==> config.mk <==
export PLATFORM = sky130hd
export DESIGN_NAME = lsrs_sync_ref
export DESIGN_NICKNAME = d
export VERILOG_FILES = /design/src/hw/lsrs_pkg.sv /design/src/hw/lsrs_sync_ref.sv
export SDC_FILE = /design/constraint.sdc
export NUM_CORES = 1
export LEC_CHECK = 0
export BUFFER_PORTS_ARGS = -buffer_cell sky130_fd_sc_hd__buf_2
export CAP_MARGIN = 25
export CELL_PAD_IN_SITES_DETAIL_PLACEMENT = 1
export CELL_PAD_IN_SITES_GLOBAL_PLACEMENT = 1
export CORE_ASPECT_RATIO = 1.75
export CORE_UTILIZATION = 42
export CTS_CLUSTER_DIAMETER = 60
export DETAILED_ROUTE_END_ITERATION = 10
export PLACE_DENSITY = 0.87
export SLEW_MARGIN = 25
export SYNTH_ARGS = -nofsm -noshare
export SYNTH_HDL_FRONTEND = slang
export SYNTH_SLANG_ARGS = --single-unit
==> constraint.sdc <==
create_clock -name sys_clk -period 1.8 [get_ports sys_clk]
set_input_delay 0.09 -clock sys_clk [delete_from_list [all_inputs] [get_ports sys_clk]]
set_output_delay 0.09 -clock sys_clk [all_outputs]
set_load 0.05 [all_outputs]
==> src/hw/lsrs_pkg.sv <==
// Package for the link sync and reference select block.
// Assumes one 125 MHz clock (sys_clk) and a synchronous active-high reset.
package lsrs_pkg;

  // ==========================================================================
  // Timing counts
  // ==========================================================================
  localparam int unsigned LSRS_CLK_MHZ  = 125;           // System clock rate
  localparam int unsigned LSRS_LMFC_CYC = 16;            // Cycles per multiframe
  localparam int unsigned LSRS_ILAS_MF  = 4;             // Multiframes of alignment
  localparam int unsigned LSRS_CNT_W    = 4;             // Multiframe counter width
  localparam int unsigned LSRS_MF_W     = 2;             // Alignment count width
  localparam int unsigned LSRS_ILAS_CYC = LSRS_LMFC_CYC * LSRS_ILAS_MF;  // Alignment cycles

  localparam logic [LSRS_CNT_W-1:0] LSRS_LMFC_LAST = LSRS_CNT_W'(LSRS_LMFC_CYC - 1);
  localparam logic [LSRS_MF_W-1:0]  LSRS_ILAS_LAST = LSRS_MF_W'(LSRS_ILAS_MF - 1);

  // ==========================================================================
  // Field encodings and reset values
  // ==========================================================================
  localparam logic [1:0] LSRS_SYNC_SEL_SE  = 2'h0;       // Single-ended sync pin
  localparam logic [1:0] LSRS_SYNC_SEL_TS  = 2'h1;       // Timestamp pair as sync
  localparam logic [1:0] LSRS_SYNC_SEL_ALT = 2'h2;       // Alternate sync pin
  localparam logic       LSRS_SYNC_N_RST   = 1'h1;       // Sync idles released
  localparam logic       LSRS_LEVEL_RST    = 1'h0;       // Other inputs idle low
  localparam logic [LSRS_CNT_W-1:0] LSRS_CNT_RST = '0;   // Multiframe phase
  localparam logic [LSRS_MF_W-1:0]  LSRS_MF_RST  = '0;   // Alignment count

  // ==========================================================================
  // Types
  // ==========================================================================
  typedef enum logic [2:0] {
    LINK_IDLE,
    LINK_CGS,
    LINK_ALIGN,
    LINK_ILAS,
    LINK_DATA
  } lsrs_link_e;

  // Lane phase flags, at most one high; none while idle or waiting for the alignment boundary
  typedef struct packed {
    logic cgs;    // Code group sync characters
    logic ilas;   // Lane alignment sequence
    logic data;   // User data
  } lsrs_lane_s;

  localparam lsrs_lane_s LSRS_LANE_RST = '{cgs: 1'h0, ilas: 1'h0, data: 1'h0};

endpackage

==> src/hw/lsrs_sync_ref.sv <==
// Link sync request handling, PLL reference selection and SYSREF alignment.
// Assumes the reference, sync and SYSREF pins are asynchronous to sys_clk and pass the input filter.
`timescale 1ns/10ps

// ============================================================================
// Input filter: three flops and an output flop that follows once stages two and three agree
// ============================================================================
module lsrs_in_filt
  import lsrs_pkg::*;
#(
  parameter logic RST_VAL = 1'h0
)(
  input  wire logic sys_clk,
  input  wire logic rst,
  input  wire logic pin,
  output logic      level_q
);
  logic s1_q, s2_q, s3_q;    // Synchroniser stages
  logic s1_d, s2_d, s3_d;
  logic level_d;             // Filtered level

  // Next values; only stage two and three are compared
  always_comb
  begin
    s1_d    = pin;
    s2_d    = s1_q;
    s3_d    = s2_q;
    level_d = (s2_q == s3_q) ? s3_q : level_q;
  end

  // Registers
  always_ff @(posedge sys_clk)
  begin
    if (rst)
    begin
      s1_q    <= RST_VAL;
      s2_q    <= RST_VAL;
      s3_q    <= RST_VAL;
      level_q <= RST_VAL;
    end
    else
    begin
      s1_q    <= s1_d;
      s2_q    <= s2_d;
      s3_q    <= s3_d;
      level_q <= level_d;
    end
  end
endmodule

// ============================================================================
// Top: link state, reference select, SYSREF alignment
// ============================================================================
module lsrs_sync_ref
  import lsrs_pkg::*;
(
  input  wire logic       sys_clk,
  input  wire logic       rst,
  input  wire logic       pll_use,                    // PLL enable pin
  input  wire logic       ref_source_select,          // High picks single-ended ref
  input  wire logic       single_ended_ref_input,     // Single-ended reference
  input  wire logic       diff_clk_input,             // Differential clock, received
  input  wire logic       link_mode_64b66b,           // High: 64B/66B coding
  input  wire logic [1:0] sync_source_select,         // Which pin carries sync
  input  wire logic       single_ended_sync_input_n,  // Active-low sync request
  input  wire logic       timestamp_input_n,          // Timestamp pair used as sync
  input  wire logic       alternate_sync_input_n,     // Alternate sync request
  input  wire logic       sysref_receiver_power,      // SYSREF receiver enable
  input  wire logic       sysref_in,                  // SYSREF, received
  output lsrs_lane_s      lane_q,                     // Lane phase flags
  output logic            pll_ref_q,                  // Chosen PLL reference
  output logic            ref_is_se_q,                // Single-ended ref in use
  output logic            sysref_evt_q,               // One-cycle SYSREF edge
  output logic            lmfc_tick_q                 // Multiframe boundary pulse
);

  // ==========================================================================
  // Input filters
  // ==========================================================================
  logic se_ref_f, diff_f, se_sync_n_f, ts_n_f, alt_n_f, sysref_f;

  lsrs_in_filt #(.RST_VAL(LSRS_LEVEL_RST)) u_se_ref (
    .sys_clk(sys_clk), .rst(rst), .pin(single_ended_ref_input), .level_q(se_ref_f));
  lsrs_in_filt #(.RST_VAL(LSRS_LEVEL_RST)) u_diff (
    .sys_clk(sys_clk), .rst(rst), .pin(diff_clk_input), .level_q(diff_f));
  lsrs_in_filt #(.RST_VAL(LSRS_SYNC_N_RST)) u_se_sync (
    .sys_clk(sys_clk), .rst(rst), .pin(single_ended_sync_input_n), .level_q(se_sync_n_f));
  lsrs_in_filt #(.RST_VAL(LSRS_SYNC_N_RST)) u_ts (
    .sys_clk(sys_clk), .rst(rst), .pin(timestamp_input_n), .level_q(ts_n_f));
  lsrs_in_filt #(.RST_VAL(LSRS_SYNC_N_RST)) u_alt (
    .sys_clk(sys_clk), .rst(rst), .pin(alternate_sync_input_n), .level_q(alt_n_f));
  // Gated before the filter so a floating pin cannot toggle when powered down
  lsrs_in_filt #(.RST_VAL(LSRS_LEVEL_RST)) u_sysref (
    .sys_clk(sys_clk), .rst(rst), .pin(sysref_in & sysref_receiver_power),
    .level_q(sysref_f));

  // ==========================================================================
  // Sync request source
  // ==========================================================================
  logic sync_req;   // High while the receiver asks for resync

  // Mode and select picked here; 64B/66B never sees a request
  always_comb
  begin
    sync_req = 1'h0;
    if (!link_mode_64b66b)
    begin
      unique case (sync_source_select)
        LSRS_SYNC_SEL_SE:  sync_req = !se_sync_n_f;
        LSRS_SYNC_SEL_TS:  sync_req = !ts_n_f;
        LSRS_SYNC_SEL_ALT: sync_req = !alt_n_f;
        default:           sync_req = 1'h0;                  // Unused code
      endcase
    end
  end

  // ==========================================================================
  // Reference select and SYSREF edge
  // ==========================================================================
  logic pll_ref_d, ref_is_se_d, sysref_evt_d, sysref_dly_q, sysref_dly_d;

  // Reference mux; no PLL means no reference driven
  always_comb
  begin
    ref_is_se_d  = pll_use && ref_source_select;
    if (!pll_use)
      pll_ref_d = 1'h0;
    else if (ref_source_select)
      pll_ref_d = se_ref_f;
    else
      pll_ref_d = diff_f;
    sysref_dly_d = sysref_f;
    // Powered-down receiver yields no edge at all
    sysref_evt_d = sysref_receiver_power && sysref_f && !sysref_dly_q;
  end

  always_ff @(posedge sys_clk)
  begin
    if (rst)
    begin
      pll_ref_q    <= LSRS_LEVEL_RST;
      ref_is_se_q  <= LSRS_LEVEL_RST;
      sysref_dly_q <= LSRS_LEVEL_RST;
      sysref_evt_q <= LSRS_LEVEL_RST;
    end
    else
    begin
      pll_ref_q    <= pll_ref_d;
      ref_is_se_q  <= ref_is_se_d;
      sysref_dly_q <= sysref_dly_d;
      sysref_evt_q <= sysref_evt_d;
    end
  end

  // ==========================================================================
  // Multiframe counter
  // ==========================================================================
  logic [LSRS_CNT_W-1:0] lmfc_cnt_q, lmfc_cnt_d;   // Phase within multiframe
  logic                  lmfc_tick_d;

  // SYSREF edge restarts the phase so latency is repeatable
  always_comb
  begin
    if (sysref_evt_q)
      lmfc_cnt_d = LSRS_CNT_RST;
    else if (lmfc_cnt_q == LSRS_LMFC_LAST)
      lmfc_cnt_d = LSRS_CNT_RST;
    else
      lmfc_cnt_d = lmfc_cnt_q + LSRS_CNT_W'(1);
    lmfc_tick_d = !sysref_evt_q && (lmfc_cnt_q == LSRS_LMFC_LAST);
  end

  always_ff @(posedge sys_clk)
  begin
    if (rst)
    begin
      lmfc_cnt_q  <= LSRS_CNT_RST;
      lmfc_tick_q <= LSRS_LEVEL_RST;
    end
    else
    begin
      lmfc_cnt_q  <= lmfc_cnt_d;
      lmfc_tick_q <= lmfc_tick_d;
    end
  end

  // ==========================================================================
  // Link state machine
  // ==========================================================================
  lsrs_link_e             state_q, state_d;
  logic [LSRS_MF_W-1:0]   mf_q, mf_d;       // Alignment multiframes sent
  lsrs_lane_s             lane_d;

  // A request wins over every other step, so a resync is never lost
  always_comb
  begin
    state_d = state_q;
    mf_d    = mf_q;
    if (link_mode_64b66b)
      state_d = LINK_DATA;
    else if (sync_req)
    begin
      state_d = LINK_CGS;
      mf_d    = LSRS_MF_RST;
    end
    else
    begin
      unique case (state_q)
        LINK_IDLE:  state_d = LINK_IDLE;   // Wait for first request
        LINK_CGS:   state_d = LINK_ALIGN;  // Released high
        // Alignment starts on a boundary so every lane agrees
        LINK_ALIGN: if (lmfc_tick_q) state_d = LINK_ILAS;
        LINK_ILAS:
          if (lmfc_tick_q)
          begin
            if (mf_q == LSRS_ILAS_LAST)
              state_d = LINK_DATA;
            else
              mf_d = mf_q + LSRS_MF_W'(1);
          end
        LINK_DATA:  state_d = LINK_DATA;
      endcase
    end
    lane_d.cgs  = (state_d == LINK_CGS);
    lane_d.ilas = (state_d == LINK_ILAS);
    lane_d.data = (state_d == LINK_DATA);
  end

  always_ff @(posedge sys_clk)
  begin
    if (rst)
    begin
      state_q <= LINK_IDLE;
      mf_q    <= LSRS_MF_RST;
      lane_q  <= LSRS_LANE_RST;
    end
    else
    begin
      state_q <= state_d;
      mf_q    <= mf_d;
      lane_q  <= lane_d;
    end
  end
endmodule

==> results.cfg <==
[run_status]
status = finished, final reports clean

[cells_and_area]
seq_area_um2 = 821
n_fill_cell = 366
n_antenna_cell = 0
multi_input_area_um2 = 522
nets = 170
fin_cells = 198
final_common_cell = dfxtp_1
layout_common_cells = dfxtp_1 (41), buf_2 (20), nor2_1 (10), nor2b_1 (9), or2_2 (9)
fin_area_um2 = 1650
drive_above_1_share_pct = 24.5
area_growth_pct = 20.4

[detailed_routing]
first_pass_iters = 2
vias = 981
routed_wl_um = 2660
final_antenna_net_count = 0
drc = 0
route.detailed.wl_per_inst_um = 13.4
drt_iter0_drc = 7
vias_per_cell = 4.95

[worst_setup_path]
crit_path_end_kind = register
crit_required_ns = 2.02
max_stage_delay_ns = 0.43
start_kind = register
crit_path_max_fanout = 5
path_cells = or3b_4 -> or3b_1 -> a21oi_1
arrival_ns = 1.63
slowest_stage = or3b_4
crit_type = register to register

[logic_synthesis]
yosys-top-cells-area = dfxtp_1 (60%), nor2b_1 (4.1%), or2_2 (4.1%)
synth_top_family_by_area = simple AND/OR/NAND/NOR gates
synth_area_leader_cell = dfxtp_1
yosys.area_share.simple_pct = 22.5
synth_xor_area_share_pct = 1.28
ys_warn_count = 0
synth_top_area_share_pct = 59.7
synth-edff-count = 0
async_flop_share_pct = 0
synth_ff_type = dfxtp_1
ys_ff_latch = 41
synthAdderAreaFrac_pct = 1.82
synth_seq_area_share_pct = 59.7
ys_types = 34
avgSynthCellArea_um2 = 10.7
synth-compound-area-share_pct = 10.2
syn-num-nets = 144
synthMuxAreaShare_pct = 2.19
synthCells = 128
synth_area_um2 = 1370

[grt]
grt_pass1_wl_um = 4700
grt_max_degree = 36
grt_pass1_vias = 1103
grt.total_usage_pct = 18.5
grt_overflow_total = 0
grt_antenna_before_repair = 0

[placed_design]
gp_congestion = 0.777
dpl-instance-area_um2 = 1500
io_buffer_count = 20
place_inst = 187
place_ws_ns = 0.413
dpl.hpwl_um = 1920

[flow_run]
maxCapViolations = 0

[clocking]
cts_buffers = 5
cts_max_level = 2
cts.reportedPaths.clkPinSlew_ns = 0.07
cts.sinks = 41
clk_latency_ns = 0.29
clock-root-buffer = clkbuf_8
clockBufferDepth = 2
tritoncts = done

[sta]
slew_violations = 0
fin_crit_sh_pct = 78.3
tightest_slew_ns = 0.582
finalClockSkew_ns = 0.00271
setup_viol = 0
fmax_mhz = 709
fin_setup_tns_ns = 0
fin_crit_ns = 1.41
rsz0062_at_grt = no
timing.final.ws_setup_ns = 0.390
max-slew-margin-rel_pct = 61.0
hold_viol_final = 0

[die]
io_pins = 21
core-area_um2 = 3140
rows = 27
start_util_pct = 43.7
chipWidth_um = 45.2
fp.dieH_um = 77.7
die_area_um2 = 3510

[pwr]
totalPowerFinal_mw = 1.78
powerDensity_nw_per_um2 = 1080
ir_drop_mv = 0.805
p_leak_nw = 0.677

[hold_path]
worstHoldPathType = primary input to register
[stage by stage]
stage	util, %	hold WS, ns
final	52.6	0.00948
after floorplan	-	0.169
after detailed placement	47.9	0.276
after global placement	47.9	0.272
after global routing	52.6	0.0298
after CTS	52.6	0.00258
[power by group]
group / internal (mW) / total (mW) / switching (mW)
Sequential: 0.932 / 0.945 / 0.0132
Clock: 0.450 / 0.752 / 0.302
Combinational: 0.0398 / 0.0822 / 0.0424
Total: 1.42 / 1.78 / 0.358
[synth_stat cells, types with 2 or more instances]
cell	count
ha_1	2
clkbuf_1	2
dfxtp_1	41
or2_2	9
o21ai_0	4
mux2i_1	3
o31a_1	2
inv_1	2
o21bai_1	3
nor2_1	10
nand2_1	4
or3_1	2
nor3b_1	4
nand3_1	3
a21oi_1	8
nor3_1	2
nor2b_1	9
and3b_1	2
[routing by layer]
layer	up-vias	GRT usage [%]	wire length, um
li1	485	-	-
met1	455	19.2	1030
met2	27	30.6	1400
met3	14	5.58	116
met4	0	11.8	110
met5	-	0	0
[kinds of logic after synthesis]
logic type                 after synthesis
buffers and inverters                    6
adders and majority gates                2
AOI/OAI and AO/OA                       22
and+or+nand+nor                         52
muxes                                    3
xor gates and xnor gates                 2
DFF                                     41
[state kept, by name (all words and copies together) (netlist names), 2 cells and up]
name and cells:
mf_q 2, lane_q 3, lmfc_cnt_q 4, state_q 3
[cell type report]
class / instances / share of cell area, %
tap: 43 / 3.25
multi-input combinational: 81 / 31.5
sequential: 41 / 49.6
timing repair buffer: 23 / 7.87
clock buffer: 6 / 4.99
inverter: 2 / 0.454
clock inverter: 2 / 2.27
[what timing repair did]
item,in CTS,in global routing
hold buffers,3,0
resized for setup,0,0
buffers inserted,0,0
hold endpoints to repair,3,0
[path summary, 6_finish.rpt]
| path | from | endpoint | slack (ns) | cells after the start |
|---|---|---|---|---|
| worst max-delay path | state_q[1] | state_q[0] | 0.39 | 3 |
| worst min-delay path | single_ended_ref_input | u_se_ref.s1_q | 0.009 | 2 |
| worst max register to register | state_q[1] | state_q[0] | 0.39 | 3 |
| worst min register to register | sysref_dly_q | sysref_evt_q | 0.40 | 1 |
[worst max-delay path: cells and delay by family, from the launching register on]
family,cells,cell delay [ns]
AO/OA/AOI/OAI,1,0.15
flip-flops,1,0.39
AND/OR/NAND/NOR,2,0.81
No activity file was read; power rests on OpenSTA's default activity.
